<file path="config.mk">
export PLATFORM = sky130hd
export DESIGN_NAME = crt_display_addr
export DESIGN_NICKNAME = d
export VERILOG_FILES = /design/src/rtl/crt_pkg.sv /design/src/rtl/crt_addr_gen.sv /design/src/rtl/crt_skew.sv /design/src/rtl/crt_display_addr.sv
export SDC_FILE = /design/constraint.sdc
export NUM_CORES = 1
export LEC_CHECK = 0
export BUFFER_PORTS_ARGS = -buffer_cell sky130_fd_sc_hd__buf_4
export CORE_UTILIZATION = 25
export CTS_CLUSTER_SIZE = 30
export DETAILED_ROUTE_END_ITERATION = 7
export HOLD_SLACK_MARGIN = 0.15
export SETUP_SLACK_MARGIN = 0.1
export SLEW_MARGIN = 20
export SYNTH_ARGS = -nofsm -noshare
export SYNTH_HDL_FRONTEND = slang
export SYNTH_SLANG_ARGS = --single-unit
</file>
<file path="constraint.sdc">
create_clock -name clk_i -period 2.8 [get_ports clk_i]
set_input_delay 0.42 -clock clk_i [delete_from_list [all_inputs] [get_ports clk_i]]
set_output_delay 0.42 -clock clk_i [all_outputs]
set_load 0.05 [all_outputs]
</file>
<file path="src/rtl/crt_pkg.sv">
// Operation
// RULE1: external logic arbitrates RAM in shared mode
// RULE2: transparent mode: only controller addresses RAM
// RULE3: external mux favours host on request
// RULE4: external gating: refresh while phase low
// RULE5: vertical retrace status bit reads blanking
// RULE6: interleaved: update address during high phase
// RULE7: host loads update address before access
// RULE8: retrace mode: update address only blanked
// RULE9: update strobe marks update address present
// RULE10: external latches hold host write data
// RULE11: skew bits delay enable and cursor
// RULE12: linear refresh: per char, row adds count
// RULE13: mode bit selects linear or row/column
// RULE14: update address increments after each access
// RULE15: dummy access stores nothing, triggers update
// RULE16: cursor skew delays one character period
// RULE17: enable skew delays one character period
package crt_pkg;
  localparam int AW = 14;
  localparam int IRQ_W = 2;
  // register indices; byte address is index times four
  localparam logic [5:0] IDX_HTOTAL = 6'h00;
  localparam logic [5:0] IDX_HDISP = 6'h01;
  localparam logic [5:0] IDX_VTOTAL = 6'h04;
  localparam logic [5:0] IDX_VDISP = 6'h06;
  localparam logic [5:0] IDX_MODE_CONTROL_REG = 6'h08;
  localparam logic [5:0] IDX_MAXSCAN = 6'h09;
  localparam logic [5:0] IDX_START_HI = 6'h0c;
  localparam logic [5:0] IDX_START_LO = 6'h0d;
  localparam logic [5:0] IDX_UPDATE_ADDRESS_HIGH_REG = 6'h12;
  localparam logic [5:0] IDX_UPDATE_ADDRESS_LOW_REG = 6'h13;
  localparam logic [5:0] IDX_DUMMY_UPDATE_LOCATION = 6'h1f;
  localparam logic [5:0] IDX_STATUS = 6'h20;
  localparam logic [5:0] IDX_IRQ_STATUS = 6'h21;
  localparam logic [5:0] IDX_IRQ_MASK = 6'h22;
  // mode control bits
  localparam int MODE_ROWCOL = 2;
  localparam int MODE_TRANSP = 3;
  localparam int MODE_DE_SKEW = 4;
  localparam int MODE_CUR_SKEW = 5;
  localparam int MODE_RETRACE = 7;
  // status bits
  localparam int ST_VRETRACE = 5;
  localparam int ST_UPD_READY = 7;
  // interrupt bits
  localparam int IRQ_UPD = 0;
  localparam int IRQ_VBL = 1;
  // reset values
  localparam logic [7:0] HTOTAL_RST = 8'h59;
  localparam logic [7:0] HDISP_RST = 8'h50;
  localparam logic [6:0] VTOTAL_RST = 7'h21;
  localparam logic [6:0] VDISP_RST = 7'h18;
  localparam logic [4:0] MAXSCAN_RST = 5'h00;
  localparam logic [7:0] MODE_RST = 8'h00;
  localparam logic [13:0] ADDR_RST = 14'h0000;

  typedef struct packed {
    logic [7:0] htotal;
    logic [7:0] hdisp;
    logic [6:0] vtotal;
    logic [6:0] vdisp;
    logic [4:0] maxscan;
    logic [13:0] start;
    logic rowcol;
  } crt_timing_t;

  typedef struct packed {
    logic [13:0] addr;
    logic hblank;
    logic vblank;
  } crt_scan_t;

  typedef enum logic [1:0] {UPD_IDLE, UPD_WAIT, UPD_DRIVE} crt_upd_t;
endpackage : crt_pkg

</file>
<file path="src/rtl/crt_addr_gen.sv">
`timescale 1ns/1ns
module crt_addr_gen
  import crt_pkg::*;
(
  input wire logic clk_i,
  input wire logic rst_i,
  input wire logic tick_i,
  input wire crt_timing_t cfg_i,
  output crt_scan_t scan_o
);
  logic [7:0] hcnt_q, hcnt_d;
  logic [4:0] scan_q, scan_d;
  logic [6:0] row_q, row_d;
  logic [13:0] rstart_q, rstart_d;
  logic [13:0] addr_q, addr_d;
  logic [7:0] col;
  logic [5:0] rowa;

  always_comb
  begin
    hcnt_d = hcnt_q;
    scan_d = scan_q;
    row_d = row_q;
    rstart_d = rstart_q;
    addr_d = addr_q;
    if (tick_i)
    begin
      if (hcnt_q == cfg_i.htotal)
      begin
        hcnt_d = 8'h00;
        if (scan_q == cfg_i.maxscan)
        begin
          scan_d = 5'h00;
          if (row_q == cfg_i.vtotal)
          begin
            row_d = 7'h00;
            rstart_d = cfg_i.start;
          end
          else
          begin
            row_d = row_q + 7'h01;
            rstart_d = rstart_q + {6'h00, cfg_i.hdisp}; // RULE12
          end
        end
        else
          scan_d = scan_q + 5'h01;
        addr_d = rstart_d;
      end
      else
      begin
        hcnt_d = hcnt_q + 8'h01;
        addr_d = addr_q + 14'h0001; // RULE12
      end
    end
  end

  always_ff @(posedge clk_i)
  begin
    if (rst_i)
    begin
      hcnt_q <= 8'h00;
      scan_q <= 5'h00;
      row_q <= 7'h00;
      rstart_q <= ADDR_RST;
      addr_q <= ADDR_RST;
    end
    else
    begin
      hcnt_q <= hcnt_d;
      scan_q <= scan_d;
      row_q <= row_d;
      rstart_q <= rstart_d;
      addr_q <= addr_d;
    end
  end

  // row/column: low byte column, upper six bits row
  assign col = cfg_i.start[7:0] + hcnt_q;
  assign rowa = cfg_i.start[13:8] + row_q[5:0];
  assign scan_o.addr = cfg_i.rowcol ? {rowa, col} : addr_q; // RULE13
  assign scan_o.hblank = (hcnt_q >= cfg_i.hdisp);
  assign scan_o.vblank = (row_q >= cfg_i.vdisp);

  property p_lin_step;
    @(posedge clk_i) disable iff (rst_i)
    (tick_i && hcnt_q != cfg_i.htotal) |=> addr_q == $past(addr_q) + 14'h0001;
  endproperty
  a_lin_step: assert property (p_lin_step) // RULE12
    else $error("linear address did not advance");

  property p_rowcol;
    @(posedge clk_i) disable iff (rst_i)
    (cfg_i.rowcol && tick_i && hcnt_q != cfg_i.htotal) |=> !cfg_i.rowcol ||
      8'(scan_o.addr[7:0] - cfg_i.start[7:0]) ==
      8'($past(scan_o.addr[7:0] - cfg_i.start[7:0]) + 8'h01);
  endproperty
  a_rowcol: assert property (p_rowcol) // RULE13
    else $error("row/column low byte did not step by column");
endmodule : crt_addr_gen

</file>
<file path="src/rtl/crt_skew.sv">
`timescale 1ns/1ns
module crt_skew
  import crt_pkg::*;
(
  input wire logic clk_i,
  input wire logic rst_i,
  input wire logic tick_i,
  input wire logic [1:0] raw_i,
  input wire logic [1:0] skew_i,
  output logic [1:0] out_o
);
  logic [1:0] dly_q, dly_d, out_d;

  // bit 0 display enable, bit 1 cursor
  for (genvar i = 0; i < 2; i++)
  begin : g_bit
    always_comb
    begin
      dly_d[i] = tick_i ? raw_i[i] : dly_q[i];
      out_d[i] = skew_i[i] ? dly_q[i] : raw_i[i]; // RULE11 RULE16 RULE17
    end

    always_ff @(posedge clk_i)
    begin
      if (rst_i)
      begin
        dly_q[i] <= 1'b0;
        out_o[i] <= 1'b0;
      end
      else
      begin
        dly_q[i] <= dly_d[i];
        out_o[i] <= out_d[i];
      end
    end
  end

  property p_cur_skew;
    @(posedge clk_i) disable iff (rst_i)
    skew_i[1] |=> out_o[1] == $past(dly_q[1]);
  endproperty
  a_cur_skew: assert property (p_cur_skew) // RULE16
    else $error("cursor not taken from delayed copy");

  property p_de_skew;
    @(posedge clk_i) disable iff (rst_i)
    (skew_i[0] && tick_i) ##1 (skew_i[0] && !tick_i) |=>
      out_o[0] == $past(raw_i[0], 2);
  endproperty
  a_de_skew: assert property (p_de_skew) // RULE17
    else $error("display enable skew lost one character");

  property p_de_direct;
    @(posedge clk_i) disable iff (rst_i)
    !skew_i[0] |=> out_o[0] == $past(raw_i[0]);
  endproperty
  a_de_direct: assert property (p_de_direct) // RULE11
    else $error("unskewed display enable delayed");
endmodule : crt_skew

</file>
<file path="src/rtl/crt_display_addr.sv">
// Register access over Wishbone and the address map were decided locally.
`timescale 1ns/1ns
module crt_display_addr
  import crt_pkg::*;
(
  input wire logic clk_i,
  input wire logic rst_i,
  input wire logic wb_cyc_i,
  input wire logic wb_stb_i,
  input wire logic wb_we_i,
  input wire logic [7:0] wb_adr_i,
  input wire logic [3:0] wb_sel_i,
  input wire logic [31:0] wb_dat_i,
  output logic [31:0] wb_dat_o,
  output logic wb_ack_o,
  input wire logic character_clock_i,
  input wire logic phi2_i,
  input wire logic cursor_i,
  output logic [13:0] display_memory_address_out_o,
  output logic update_strobe_o,
  output logic display_enable_o,
  output logic cursor_o,
  output logic irq_o
);
  // pin synchronisers
  logic cc_s1_q, cc_s2_q, cc_s3_q;
  logic ph_s1_q, ph_s2_q, ph_s3_q;
  logic tick, ph_rise, ph_fall;

  always_ff @(posedge clk_i)
  begin
    if (rst_i)
    begin
      cc_s1_q <= 1'b0;
      cc_s2_q <= 1'b0;
      cc_s3_q <= 1'b0;
      ph_s1_q <= 1'b0;
      ph_s2_q <= 1'b0;
      ph_s3_q <= 1'b0;
    end
    else
    begin
      cc_s1_q <= character_clock_i;
      cc_s2_q <= cc_s1_q;
      cc_s3_q <= cc_s2_q;
      ph_s1_q <= phi2_i;
      ph_s2_q <= ph_s1_q;
      ph_s3_q <= ph_s2_q;
    end
  end

  assign tick = cc_s2_q & ~cc_s3_q;
  assign ph_rise = ph_s2_q & ~ph_s3_q;
  assign ph_fall = ~ph_s2_q & ph_s3_q;

  // registers
  crt_timing_t cfg_q, cfg_d;
  logic [7:0] mode_q, mode_d;
  logic [13:0] upd_q, upd_d;
  logic ready_q, ready_d;
  logic [IRQ_W-1:0] ist_q, ist_d, imask_q, imask_d;
  logic ack_d;
  logic [31:0] rdat_d;
  logic req, wr, wr0, wr1;
  logic [5:0] idx;
  logic dummy_hit;
  logic [IRQ_W-1:0] ev;

  // upd state
  crt_upd_t ust_q, ust_d;
  logic upd_done;
  logic [13:0] ma_d;
  logic stb_d, irq_d;
  logic transp, retrace, blank, drive_ok;
  logic vbl_q;
  crt_scan_t scan;

  assign req = wb_cyc_i & wb_stb_i & ~wb_ack_o;
  assign idx = wb_adr_i[7:2];
  assign wr = req & wb_we_i;
  assign wr0 = wr & wb_sel_i[0];
  assign wr1 = wr & wb_sel_i[1];
  assign transp = mode_q[MODE_TRANSP];
  assign retrace = mode_q[MODE_RETRACE];
  assign blank = scan.hblank | scan.vblank;
  // counters step on tick, so a tick cycle is not safe to drive
  assign drive_ok = blank & ~tick;
  // either direction counts; nothing is stored
  assign dummy_hit = req & transp & (idx == IDX_DUMMY_UPDATE_LOCATION);

  always_comb
  begin
    cfg_d = cfg_q;
    mode_d = mode_q;
    upd_d = upd_q;
    imask_d = imask_q;
    if (wr0)
    begin
      unique case (idx)
        IDX_HTOTAL: cfg_d.htotal = wb_dat_i[7:0];
        IDX_HDISP: cfg_d.hdisp = wb_dat_i[7:0];
        IDX_VTOTAL: cfg_d.vtotal = wb_dat_i[6:0];
        IDX_VDISP: cfg_d.vdisp = wb_dat_i[6:0];
        IDX_MAXSCAN: cfg_d.maxscan = wb_dat_i[4:0];
        IDX_MODE_CONTROL_REG: mode_d = wb_dat_i[7:0];
        IDX_START_HI: cfg_d.start[13:8] = wb_dat_i[5:0];
        IDX_START_LO: cfg_d.start[7:0] = wb_dat_i[7:0];
        IDX_UPDATE_ADDRESS_HIGH_REG: upd_d[13:8] = wb_dat_i[5:0];
        IDX_UPDATE_ADDRESS_LOW_REG: upd_d[7:0] = wb_dat_i[7:0];
        IDX_IRQ_MASK: imask_d = wb_dat_i[IRQ_W-1:0];
        default: ;
      endcase
    end
    cfg_d.rowcol = mode_d[MODE_ROWCOL]; // RULE13
    if (upd_done)
      upd_d = upd_q + 14'h0001; // RULE14
  end

  // update sequencer
  always_comb
  begin
    ust_d = ust_q;
    upd_done = 1'b0;
    unique case (ust_q)
      UPD_IDLE:
        if (dummy_hit)
          ust_d = UPD_WAIT; // RULE15
      UPD_WAIT:
        if (!transp)
          ust_d = UPD_IDLE;
        else if (retrace ? drive_ok : ph_rise)
          ust_d = UPD_DRIVE;
      UPD_DRIVE:
        if (!transp)
          ust_d = UPD_IDLE;
        else if (retrace)
        begin
          if (!blank)
            ust_d = UPD_WAIT; // RULE8
          else if (tick)
          begin
            ust_d = UPD_IDLE;
            upd_done = 1'b1;
          end
        end
        else if (ph_fall)
        begin
          ust_d = UPD_IDLE;
          upd_done = 1'b1;
        end
    endcase
  end

  // interrupt and status flags: set beats clear
  always_comb
  begin
    ev = '0;
    ev[IRQ_UPD] = upd_done;
    ev[IRQ_VBL] = scan.vblank & ~vbl_q;
    ist_d = ist_q;
    if (wr0 && idx == IDX_IRQ_STATUS)
      ist_d = ist_q & ~wb_dat_i[IRQ_W-1:0];
    ist_d = ist_d | ev;
    irq_d = |(ist_d & imask_d);
    ready_d = ready_q;
    if (dummy_hit || (wr0 && (idx == IDX_UPDATE_ADDRESS_LOW_REG))
        || (wr1 && (idx == IDX_UPDATE_ADDRESS_HIGH_REG)))
      ready_d = 1'b0;
    if (upd_done)
      ready_d = 1'b1; // RULE15
  end

  // memory address mux; host address never reaches the pins directly
  always_comb
  begin
    ma_d = scan.addr; // RULE2
    stb_d = 1'b0;
    if (transp && !retrace && ph_s2_q)
      ma_d = upd_q; // RULE6
    if (transp && retrace && ust_q == UPD_DRIVE && drive_ok)
    begin
      ma_d = upd_q; // RULE8
      stb_d = 1'b1; // RULE9
    end
  end

  // read mux
  always_comb
  begin
    ack_d = req;
    rdat_d = 32'h0000_0000;
    if (req && !wb_we_i)
    begin
      unique case (idx)
        IDX_STATUS:
        begin
          rdat_d[ST_UPD_READY] = ready_q;
          rdat_d[ST_VRETRACE] = scan.vblank; // RULE5
        end
        IDX_IRQ_STATUS: rdat_d[IRQ_W-1:0] = ist_q;
        IDX_IRQ_MASK: rdat_d[IRQ_W-1:0] = imask_q;
        IDX_MODE_CONTROL_REG: rdat_d[7:0] = mode_q;
        default: ;
      endcase
    end
  end

  always_ff @(posedge clk_i)
  begin
    if (rst_i)
    begin
      cfg_q <= '{htotal: HTOTAL_RST, hdisp: HDISP_RST,
                 vtotal: VTOTAL_RST, vdisp: VDISP_RST,
                 maxscan: MAXSCAN_RST, start: ADDR_RST, rowcol: 1'b0};
      mode_q <= MODE_RST;
      upd_q <= ADDR_RST;
      ready_q <= 1'b0;
      ist_q <= '0;
      imask_q <= '0;
      ust_q <= UPD_IDLE;
      vbl_q <= 1'b0;
      wb_ack_o <= 1'b0;
      wb_dat_o <= 32'h0000_0000;
      display_memory_address_out_o <= ADDR_RST;
      update_strobe_o <= 1'b0;
      irq_o <= 1'b0;
    end
    else
    begin
      cfg_q <= cfg_d;
      mode_q <= mode_d;
      upd_q <= upd_d;
      ready_q <= ready_d;
      ist_q <= ist_d;
      imask_q <= imask_d;
      ust_q <= ust_d;
      vbl_q <= scan.vblank;
      wb_ack_o <= ack_d;
      wb_dat_o <= rdat_d;
      display_memory_address_out_o <= ma_d;
      update_strobe_o <= stb_d;
      irq_o <= irq_d;
    end
  end

  crt_addr_gen u_gen (
    .clk_i(clk_i),
    .rst_i(rst_i),
    .tick_i(tick),
    .cfg_i(cfg_q),
    .scan_o(scan)
  );

  crt_skew u_skew (
    .clk_i(clk_i),
    .rst_i(rst_i),
    .tick_i(tick),
    .raw_i({cursor_i, ~blank}),
    .skew_i({mode_q[MODE_CUR_SKEW], mode_q[MODE_DE_SKEW]}), // RULE11
    .out_o({cursor_o, display_enable_o})
  );

  property p_interleave;
    @(posedge clk_i) disable iff (rst_i)
    (transp && !retrace && ph_s2_q) |=>
      display_memory_address_out_o == $past(upd_q);
  endproperty
  a_interleave: assert property (p_interleave) // RULE6
    else $error("update address missing in high phase");

  property p_stb_blank;
    @(posedge clk_i) disable iff (rst_i)
    update_strobe_o |-> $past(blank) && $past(ust_q) == UPD_DRIVE;
  endproperty
  a_stb_blank: assert property (p_stb_blank) // RULE8
    else $error("update strobe outside blanking");

  property p_stb_addr;
    @(posedge clk_i) disable iff (rst_i)
    update_strobe_o |-> display_memory_address_out_o == $past(upd_q);
  endproperty
  a_stb_addr: assert property (p_stb_addr) // RULE9
    else $error("strobe without update address");

  property p_incr;
    @(posedge clk_i) disable iff (rst_i)
    upd_done |=> upd_q == $past(upd_q) + 14'h0001 ##0 ready_q;
  endproperty
  a_incr: assert property (p_incr) // RULE14
    else $error("update address not incremented");

  property p_dummy;
    @(posedge clk_i) disable iff (rst_i)
    (dummy_hit && ust_q == UPD_IDLE) |=> !ready_q && ust_q == UPD_WAIT;
  endproperty
  a_dummy: assert property (p_dummy) // RULE15
    else $error("dummy access did not start an update");

  property p_vstat;
    @(posedge clk_i) disable iff (rst_i)
    (req && !wb_we_i && idx == IDX_STATUS) |=>
      wb_dat_o[ST_VRETRACE] == $past(scan.vblank) && wb_ack_o;
  endproperty
  a_vstat: assert property (p_vstat) // RULE5
    else $error("retrace bit does not follow blanking");

  property p_shared;
    @(posedge clk_i) disable iff (rst_i)
    !transp |=> display_memory_address_out_o == $past(scan.addr);
  endproperty
  a_shared: assert property (p_shared) // RULE2
    else $error("shared mode address not refresh");

  property p_ack;
    @(posedge clk_i) disable iff (rst_i)
    wb_ack_o |=> !wb_ack_o;
  endproperty
  a_ack: assert property (p_ack)
    else $error("ack held two cycles");

  c_retrace_upd: cover property (@(posedge clk_i) disable iff (rst_i)
    update_strobe_o ##[1:100] ready_q);
  c_ilv_upd: cover property (@(posedge clk_i) disable iff (rst_i)
    upd_done && !retrace);
  c_irq: cover property (@(posedge clk_i) disable iff (rst_i) irq_o);
  c_vbl: cover property (@(posedge clk_i) disable iff (rst_i)
    ev[IRQ_VBL]);
endmodule : crt_display_addr

</file>
==> summary.md, run 1 <==
| Metric | Value |
|---|---|
| Status | finished, final reports clean |
| Rows | 67 |
| # IOs | 103 |
| Mapped Cells | 1,047 |
| Ys flop type | dfxtp_1 |
| Worst-Skew Late Latency | 0.43 ns |
| Bufs on Longest Clock Path | 2 |
| Peak VDD IR | 0.421 mV |
| Leakage | 3.99 nW |
| RR Startpoint | u_gen.row_q[0]$_SDFFE_PP0P_ |
| Skew final | 0.00880 ns |
| Routed Wire Length | 24.3 mm |
| Hpwl dp | 17.7 mm |
| Syn Std Cell Area | 0.00863 mm^2 |
| Reg-to-reg slack, setup | 0.30 ns |
| CP startpoint | u_gen.row_q[0]$_SDFFE_PP0P_ |
| Root buffer cell | clkbuf_16 |
| Dominant cell type by area after synthesis | dfxtp_1 |
| First-pass GRT wire length | 38.8 mm |
| Total grt overflow | 0 |
| Aggregate global-route resource usage | 14.1% |
| Worst path required time | 3.15 ns |
| Die X | 188 um |
| Vias in the first global route | 7,009 |
| Routability cong. | 0.866 |
| Worst r2r dst | upd_q[9]$_SDFFE_PP0P_ |
| Starting Density | 25.5% |
| Hold Fails Final Rpt | 0 |
| 1st-iter DRT viols | 448 |
| Die area | 0.0353 mm^2 |
| Hold/Removal Path Class | input port to flop |
| Post-synth EDFFs | 0 |
| Final setup TNS | 0 ns |
| PwrDens | 462 mW/mm^2 |
| Avg Cell Area, Syn | 8.24 um^2 |
| Final Core Density | 29.9% |
| Least-Margin Pin Slew | 0.588 ns |
| Worst EP arrival | 2.86 ns |
| Highest Clock Rate | 0.399 GHz |
| Setup violations, final | 0 |
| TritonRoute pass-1 iters | 5 |
| #FFs+latches synth | 162 |
| Reg clk slew, reported paths | 0.06 ns |
| Critical Path End Type | flop |
| Unrepaired setup endpoints after global routing | no |
| Final period utilization | 89.5% |
| Routed length per instance | 15.6 um |
| Top post-synthesis cells by area | dfxtp_1, ha_1, nand2_1, a21oi_1, nor2_1 |
| CORE AREA | 0.0338 mm^2 |
| Register area share after synthesis | 37.6% |
| Library cells used by synthesis | 69 |
| Max_slew headroom | 60.6% |
| Slew Limit Fails | 0 |
| CP Max Fanout | 11 |
| Vias per cell | 4.78 |
| ANT nets after route | 0 |
| Minimum clock period | 2.50 ns |
| Port Buffers | 50 |
| Clock sink count | 162 |
| Kind of critical path | flop to flop |
| NumNets Final | 1,201 |
| Via count | 7,466 |
| Max-cap violations | 0 |
| Die height | 188 um |
| Worst Setup Start Kind | flop |
| Antenna cell count | 0 |
| Cells on worst reg2reg path | 10 |
| Fillcell total | 3,570 |
| Post-synth top area share | 37.6% |
| H-tree depth | 4 |
| Synthesis Warnings | 0 |
| Share of cells above drive strength 1 | 12.4% |
| Async set-or-reset flop fraction in the synthesized netlist | 0% |
| # DRC | 0 |
| TritonCTS clock tree | done |
| CTS buffer count | 17 |
| Initial antenna violation count | 0 |
| Worst setup path endpoint | upd_q[9]$_SDFFE_PP0P_ |
| Largest net degree at the start of global routing | 46 |
| Syn-to-layout area delta | 17.1% |
## stage by stage
stage          hold WS [ns]  worst slack, ns  area, um^2  std cells  total power [mW]
2_1_floorplan         0.414            0.621        8720       1070              2.58
3_3_place_gp          0.422            0.372        9580       1531              2.65
3_5_place_dp          0.428            0.334        9580       1531              2.65
4_1_cts               0.203            0.310       10100       1561              4.71
5_1_grt               0.211            0.133       10100       1562              4.83
6_report              0.212            0.295       10100       1562              4.66
## synth_stat cells (all sizes together), types with 5 or more instances
| cell type | instances |
|---|---|
| or3 | 8 |
| a22oi | 5 |
| nor2b | 18 |
| nand2b | 7 |
| nand2 | 129 |
| a21o | 9 |
| dfxtp | 162 |
| nor3 | 15 |
| a211oi | 16 |
| nand4 | 14 |
| o22ai | 8 |
| nor4 | 5 |
| and3 | 23 |
| inv | 34 |
| o21ai | 31 |
| xnor2 | 23 |
| a2bb2oi | 6 |
| mux2i | 39 |
| nor2 | 108 |
| clkbuf | 41 |
| o211ai | 15 |
| nand3 | 63 |
| buf | 38 |
| xor2 | 36 |
| a31oi | 11 |
| ha | 43 |
| a21oi | 83 |
## critical path: stages, from the launching register on
cell	delay, ns
dfxtp_1	0.34
inv_1	0.09
ha_1	0.28
nor2b_1	0.04
o21ai_1	0.17
a21oi_2	0.12
buf_4	0.19
a31oi_4	0.32
nand4_1	0.30
or3_1	0.39
a31oi_1	0.18
## logic make-up after synthesis
| logic type | synth area share [%] |
|---|---|
| AO/OA/AOI/OAI | 15.8 |
| buffers and inverters | 6.23 |
| XOR/XNOR | 5.99 |
| other | 0.0435 |
| flip-flops | 37.6 |
| AND/OR/NAND/NOR | 22.6 |
| adder cells (fa/ha/maj) | 6.93 |
| multiplexers | 4.78 |
## final cells by class
class                           instances  area, um^2  area share [%]
Inverter                               35         131            1.30
Timing Repair Buffer                   93         711            7.03
Clock buffer                           19         443            4.38
Clock inverter                         11        67.6           0.669
Sequential cell                       162        3240            32.1
Multi-Input combinational cell        794        4950            49.0
Tap cell                              448         561            5.55
## layer usage
metal,wire length [um],up-vias,track usage (%)
met5,0,-,0
met4,417,0,5.19
met3,946,25,1.83
met2,11600,179,23.8
met1,11300,3540,18.1
li1,-,3722,-
## sequential cells by signal, indices dropped and copies added (netlist names), 2 cells and up
name	cells
display_memory_address_out_o	14
u_gen.addr_q	14
u_gen.row_q	7
wb_dat_o	8
ist_q	2
ust_q	2
u_gen.hcnt_q	8
imask_q	2
cfg_q	49
u_skew.dly_q	2
upd_q	14
u_gen.rstart_q	14
u_skew.out_o	2
mode_q	8
u_gen.scan_q	5
## what timing repair did
action / CTS / global route
setup buffers: 0 / 1
endpoints found under the setup margin: 0 / 1
gates resized for setup: 0 / 2
hold endpoints to repair: 0 / 0
hold buffers: 0 / 0
## worst min-delay path by stage
| stage | end | from | cells after the start | slack, ns |
|---|---|---|---|---|
| global route | ph_s1_q$_SDFF_PP0_ | phi2_i | 2 | 0.21 |
| global placement | ph_s2_q$_SDFF_PP0_ | ph_s1_q$_SDFF_PP0_ | 1 | 0.42 |
| detailed placement | ph_s2_q$_SDFF_PP0_ | ph_s1_q$_SDFF_PP0_ | 1 | 0.43 |
| CTS | ph_s1_q$_SDFF_PP0_ | phi2_i | 2 | 0.20 |
| finish | ph_s1_q$_SDFF_PP0_ | phi2_i | 2 | 0.21 |
| floorplan | cc_s2_q$_SDFF_PP0_ | cc_s1_q$_SDFF_PP0_ | 1 | 0.41 |
## where the power goes
| group | switching (mW) | internal, mW |
|---|---|---|
| clock network | 0.932 | 1.13 |
| registers | 0.00820 | 2.32 |
| logic | 0.213 | 0.0611 |
## layout by cell type, fill, tap and decap left out, types with 16 or more instances in the layout
cell | synthesis | layout
nor2b_1 | 18 | 17
o21ai_0 | 16 | 16
mux2i_1 | 39 | 39
a21oi_1 | 81 | 81
xnor2_1 | 23 | 23
clkbuf_16 | 0 | 17
dfxtp_1 | 162 | 162
xor2_1 | 36 | 36
ha_1 | 43 | 43
buf_4 | 25 | 92
conb_1 | 1 | 24
nor2_1 | 107 | 107
and3_1 | 23 | 23
a211oi_1 | 16 | 16
nand3_1 | 62 | 62
inv_1 | 34 | 34
nand2_1 | 129 | 129
Note: power is estimated with default switching activity, not from simulation.
==> inputs of run 2 (changes only) <==
--- a/config.mk
+++ b/config.mk
@@ -6,10 +6,13 @@
 export NUM_CORES = 1
 export LEC_CHECK = 0
 export BUFFER_PORTS_ARGS = -buffer_cell sky130_fd_sc_hd__buf_4
+export CELL_PAD_IN_SITES_DETAIL_PLACEMENT = 2
+export CELL_PAD_IN_SITES_GLOBAL_PLACEMENT = 2
 export CORE_UTILIZATION = 25
 export CTS_CLUSTER_SIZE = 30
 export DETAILED_ROUTE_END_ITERATION = 7
-export HOLD_SLACK_MARGIN = 0.15
+export HOLD_SLACK_MARGIN = 0.1
+export PLACE_DENSITY_LB_ADDON = 0.1
 export SETUP_SLACK_MARGIN = 0.1
 export SLEW_MARGIN = 20
 export SYNTH_ARGS = -nofsm -noshare
==> run 2 against run 1 <==
Compared with the run above: routed wire length rose by 32%; die area unchanged; sequential cell count did not move; critical path type unchanged.
==> summary.md, run 2 (synthesis results as in run 1) <==
| Metric | Value |
|---|---|
| Fillcell total | 3,890 (was 3,570) |
| 1st-iter DRT viols | 199 (was 448) |
| CTS buffer count | 17 (unchanged) |
| Kind of critical path | flop to flop (unchanged) |
| Commonest non-fill, non-tap cell in the layout | dfxtp_1 (unchanged) |
| Setup violations, final | 0 (unchanged) |
| TritonRoute pass-1 iters | 4 (was 5) |
| # DRC | 0 (unchanged) |
| Die height | 188 um (unchanged) |
| Syn-to-layout area delta | 18.7% (was 17.1%) |
| Least-Margin Pin Slew | 0.796 ns (was 0.588 ns) |
| Clock sink count | 162 (unchanged) |
| Largest net degree at the start of global routing | 47 (was 46) |
| Antenna cell count | 0 (unchanged) |
| Share of cells above drive strength 1 | 12.8% (was 12.4%) |
| Rows | 67 (unchanged) |
| ANT nets after route | 0 (unchanged) |
| TritonCTS clock tree | done (unchanged) |
| Final period utilization | 90.2% (was 89.5%) |
| CP Max Fanout | 9 (was 11) |
| Max-cap violations | 0 (unchanged) |
| Vias per cell | 4.86 (was 4.78) |
| Worst EP arrival | 2.82 ns (was 2.86 ns) |
| Largest reg by FF count | cfg_q (unchanged) |
| DP Area | 0.00964 mm^2 (was 0.00958 mm^2) |
| Skew final | 0.0116 ns (was 0.00880 ns) |
| Worst Setup Start Kind | flop (unchanged) |
| Number of hold buffers added after CTS | 0 (unchanged) |
| Root buffer cell | clkbuf_16 (unchanged) |
| Hold/Removal Path Class | input port to flop (unchanged) |
| H-tree depth | 4 (unchanged) |
| Via count | 7,624 (was 7,466) |
| Routed Wire Length | 32.0 mm (was 24.3 mm) |
| Reg-to-reg slack, setup | 0.27 ns (was 0.30 ns) |
| Critical Path End Type | flop (unchanged) |
| First-pass GRT wire length | 49.5 mm (was 38.8 mm) |
| Max_slew headroom | 46.7% (was 60.6%) |
| Minimum clock period | 2.53 ns (was 2.50 ns) |
| Highest Clock Rate | 0.396 GHz (was 0.399 GHz) |
| Hold Fails Final Rpt | 0 (unchanged) |
| Most frequent cells in the layout | dfxtp_1, nand2_1, nor2_1 (unchanged) |
| CORE AREA | 0.0338 mm^2 (unchanged) |
| Port Buffers | 50 (unchanged) |
| Worst path required time | 3.09 ns (was 3.15 ns) |
| Max reg flops | 49 (unchanged) |
| Leakage | 4.07 nW (was 3.99 nW) |
| Fin area | 0.0102 mm^2 (was 0.0101 mm^2) |
| NumNets Final | 1,207 (was 1,201) |
| Status | finished, final reports clean (unchanged) |
| Unrepaired setup endpoints after global routing | no (unchanged) |
| Worst-Skew Late Latency | 0.44 ns (was 0.43 ns) |
| Die X | 188 um (unchanged) |
| Die area | 0.0353 mm^2 (unchanged) |
| Final setup TNS | 0 ns (unchanged) |
| Setup Fix Bufs, Post-CTS | 0 (unchanged) |
| Peak VDD IR | 0.417 mV (was 0.421 mV) |
| # IOs | 103 (unchanged) |
| Reg clk slew, reported paths | 0.07 ns (was 0.06 ns) |
| PwrDens | 498 mW/mm^2 (was 462 mW/mm^2) |
| Vias in the first global route | 8,151 (was 7,009) |
| Routability cong. | 0.772 (was 0.866) |
| Aggregate global-route resource usage | 18.7% (was 14.1%) |
| Post-cts resize count | 0 (unchanged) |
| Routed length per instance | 20.4 um (was 15.6 um) |
| Initial antenna violation count | 0 (unchanged) |
| Starting Density | 25.5% (unchanged) |
| Bufs on Longest Clock Path | 2 (unchanged) |
| Slew Limit Fails | 0 (unchanged) |
| Total grt overflow | 0 (unchanged) |
| Hpwl dp | 23.8 mm (was 17.7 mm) |
[run 2: cell count changes in the layout (fill, tap and decap cells not counted), sizes merged]
cell      previous run  this run
buf                 93        99
bufinv               0         3
clkbuf              19        21
clkinv               7         5
clkinvlp             5         3
[run 2: area by class of cell]
cell class,instances,area [um^2],share of cell area (%)
tap,448,561,5.47
clock inverter,10,133,1.30
inverter,35,131,1.28
sequential,162,3240,31.7
clock buffer,21,470,4.59
timing repair buffer,99,756,7.38
multi-input combinational,794,4950,48.3
[run 2: worst paths after layout]
kind | from | end | cells after the start
max | u_gen.hcnt_q[0]$_SDFFE_PP0P_ | upd_q[12]$_SDFFE_PP0P_ | 10
max reg2reg | u_gen.hcnt_q[0]$_SDFFE_PP0P_ | upd_q[12]$_SDFFE_PP0P_ | 10
min | phi2_i | ph_s1_q$_SDFF_PP0_ | 2
min reg2reg | cc_s1_q$_SDFF_PP0_ | cc_s2_q$_SDFF_PP0_ | 1
[run 2: per-layer routing]
metal	up-vias	global-route usage, %	routed length, um
met4	0	4.94	447
met5	-	0	0
met2	87	32.3	15300
met3	27	2.73	732
li1	3724	-	-
met1	3786	24.1	15500
[run 2: power breakdown]
group	total, mW	switching (mW)	internal [mW]
clock network	2.48	1.02	1.46
logic	0.291	0.228	0.0633
registers	2.32	0.00900	2.32
total	5.10	1.26	3.84
[run 2: through the flow]
step	utilization (%)	setup WS, ns	std cells	hold slack (ns)	power [mW]
final	30.3	0.273	1569	0.199	5.10
after global routing	30.3	0.107	1569	0.191	5.27
after floorplan	-	0.621	1070	0.414	2.58
after CTS	30.3	0.203	1569	0.181	5.18
after global placement	28.5	0.272	1538	0.424	2.67
after detailed placement	28.5	0.215	1538	0.455	2.67
[run 2: critical path, cell delays in order, from the launching register on]
cell and delay, ns:
dfxtp_1 0.34, inv_1 0.07, ha_1 0.28, nor3b_1 0.23, o21ai_1 0.13, a21oi_2 0.40
a31oi_4 0.23, buf_4 0.24, nand2b_1 0.20, o211ai_1 0.14, a31oi_1 0.12
==> inputs of run 3 (changes only) <==
--- a/config.mk
+++ b/config.mk
@@ -8,11 +8,12 @@
 export BUFFER_PORTS_ARGS = -buffer_cell sky130_fd_sc_hd__buf_4
 export CELL_PAD_IN_SITES_DETAIL_PLACEMENT = 2
 export CELL_PAD_IN_SITES_GLOBAL_PLACEMENT = 2
+export CORE_ASPECT_RATIO = 0.5
 export CORE_UTILIZATION = 25
 export CTS_CLUSTER_SIZE = 30
 export DETAILED_ROUTE_END_ITERATION = 7
 export HOLD_SLACK_MARGIN = 0.1
-export PLACE_DENSITY_LB_ADDON = 0.1
+export PLACE_DENSITY_LB_ADDON = 0.25
 export SETUP_SLACK_MARGIN = 0.1
 export SLEW_MARGIN = 20
 export SYNTH_ARGS = -nofsm -noshare
==> run 3 against run 2 <==
Compared with the run above: routed wire length increased by 0.64%; sequential power about the same; combinational power increased by 1%; cell area increased by 0.94%; critical path depth unchanged; worst hold slack got worse by 0.0075 ns; register-to-register slack about the same; non-clock buffer count increased by 3; power increased by 4.1%.
==> summary.md, run 3 (synthesis results as in run 1) <==
| Metric | Value |
|---|---|
| Critical Path End Type | flop (unchanged) |
| NumNets Final | 1,210 (was 1,207) |
| Initial antenna violation count | 0 (unchanged) |
| Least-Margin Pin Slew | 0.672 ns (was 0.796 ns) |
| Root buffer cell | clkbuf_16 (unchanged) |
| Worst path required time | 3.17 ns (was 3.09 ns) |
| Max reg flops | 49 (unchanged) |
| Total power | 5.31 mW (was 5.10 mW) |
| Via count | 7,785 (was 7,624) |
| Routed length per instance | 20.6 um (was 20.4 um) |
| Starting Density | 25.7% (was 25.5%) |
| # IOs | 103 (unchanged) |
| CTS buffer count | 17 (unchanged) |
| Worst-Skew Late Latency | 0.46 ns (was 0.44 ns) |
| Aggregate global-route resource usage | 18.7% (about the same) |
| Hold Fails Final Rpt | 0 (unchanged) |
| Routability cong. | 0.784 (was 0.772) |
| ANT nets after route | 0 (unchanged) |
| CP Max Fanout | 9 (unchanged) |
| Minimum clock period | 2.54 ns (was 2.53 ns) |
| Peak VDD IR | 0.396 mV (was 0.417 mV) |
| 1st-iter DRT viols | 319 (was 199) |
| Highest Clock Rate | 0.394 GHz (was 0.396 GHz) |
| Antenna cell count | 0 (unchanged) |
| Share of cells above drive strength 1 | 13.3% (was 12.8%) |
| Clock sink count | 162 (unchanged) |
| Largest net degree at the start of global routing | 33 (was 47) |
| # DRC | 0 (unchanged) |
| Vias per cell | 4.97 (was 4.86) |
| Fillcell total | 3,829 (was 3,890) |
| Largest reg by FF count | cfg_q (unchanged) |
| CORE AREA | 0.0335 mm^2 (was 0.0338 mm^2) |
| Rows | 47 (was 67) |
| H-tree depth | 4 (unchanged) |
| Routed Wire Length | 32.2 mm (was 32.0 mm) |
| Kind of critical path | flop to flop (unchanged) |
| Final setup TNS | 0 ns (unchanged) |
| Vias in the first global route | 8,056 (was 8,151) |
| TritonRoute pass-1 iters | 4 (unchanged) |
| Worst EP arrival | 2.91 ns (was 2.82 ns) |
| Hpwl dp | 23.9 mm (was 23.8 mm) |
| Worst Setup Start Kind | flop (unchanged) |
| Die area | 0.0353 mm^2 (about the same) |
| Bufs on Longest Clock Path | 2 (unchanged) |
| PwrDens | 513 mW/mm^2 (was 498 mW/mm^2) |
| Status | finished, final reports clean (unchanged) |
| Die height | 133 um (was 188 um) |
| Setup violations, final | 0 (unchanged) |
| Final period utilization | 90.7% (was 90.2%) |
| Number of hold buffers added after CTS | 0 (unchanged) |
| First-pass GRT wire length | 49.1 mm (was 49.5 mm) |
| Unrepaired setup endpoints after global routing | no (unchanged) |
| Hold/Removal Path Class | input port to flop (unchanged) |
| Most frequent cells in the layout | dfxtp_1, nand2_1, nor2_1 (unchanged) |
| Commonest non-fill, non-tap cell in the layout | dfxtp_1 (unchanged) |
| TritonCTS clock tree | done (unchanged) |
| Total grt overflow | 0 (unchanged) |
| Reg clk slew, reported paths | 0.07 ns (about the same) |
| Leakage | 4.11 nW (was 4.07 nW) |
| Syn-to-layout area delta | 19.8% (was 18.7%) |
| Max_slew headroom | 55.2% (was 46.7%) |
| Port Buffers | 50 (unchanged) |
| Slew Limit Fails | 0 (unchanged) |
| Die X | 265 um (was 188 um) |
| Max-cap violations | 0 (unchanged) |
| Skew final | 0.0105 ns (was 0.0116 ns) |
## run 3: changes by cell type in the layout (fill, tap and decap cells not counted), sizes merged
cell      change
bufinv        +2
buf           +3
clkbuf        -4
inv           +3
clkinvlp      -1
clkinv        +1
## run 3: through the flow
stage	instances	hold slack [ns]	utilization [%]	instance area, um^2	setup slack (ns)
after detailed placement	1531	0.462	28.8	9650	0.197
after global placement	1531	0.445	28.8	9650	0.268
after floorplan	1070	0.414	-	8720	0.621
after global routing	1566	0.182	30.8	10300	0.115
final	1566	0.192	30.8	10300	0.261
after CTS	1563	0.160	30.8	10300	0.164
## run 3: metal layers
layer	global-route usage (%)	wire length, um	vias up
li1	-	-	3742
met1	25.3	15300	3917
met2	30.9	15100	103
met3	2.87	1360	23
met4	5.27	391	0
met5	0	0	-
## run 3: power by group
| part | switching, mW | internal [mW] |
|---|---|---|
| sequential | 0.00882 | 2.31 |
| combinational | 0.230 | 0.0643 |
| clock | 1.09 | 1.59 |
## run 3: worst paths after layout
path	from	to	slack [ns]	cells past startpoint
setup / recovery	cfg_q[39]$_SDFFE_PP0P_	upd_q[9]$_SDFFE_PP0P_	0.26	10
hold / removal	phi2_i	ph_s1_q$_SDFF_PP0_	0.19	2
setup reg to reg	cfg_q[39]$_SDFFE_PP0P_	upd_q[9]$_SDFFE_PP0P_	0.26	10
hold reg to reg	u_skew.dly_q[0]$_SDFFE_PP0P_	u_skew.dly_q[0]$_SDFFE_PP0P_	0.46	2
## run 3: repair_timing
action / in CTS / in global routing
setup endpoints to repair: 0 / 5
resized for setup: 0 / 1
setup buffers: 0 / 3
## run 3: worst max-delay path, cell delays in order, from the launching register on
cell     delay [ns]
dfxtp_1        0.39
inv_1          0.06
ha_1           0.31
a21oi_1        0.07
o21ai_0        0.25
a21oi_2        0.08
buf_12         0.15
a31oi_4        0.29
nand4_1        0.28
or3_1          0.39
a31oi_1        0.18
## run 3: cell type report
class | count | area, um^2 | area share (%)
repair buffers | 102 | 803 | 7.77
clock inverters | 15 | 231 | 2.24
clock buffers | 17 | 425 | 4.12
multi-input cells | 794 | 4950 | 47.9
flip-flops and latches | 162 | 3240 | 31.4
inverters | 35 | 131 | 1.27
well taps | 441 | 552 | 5.34
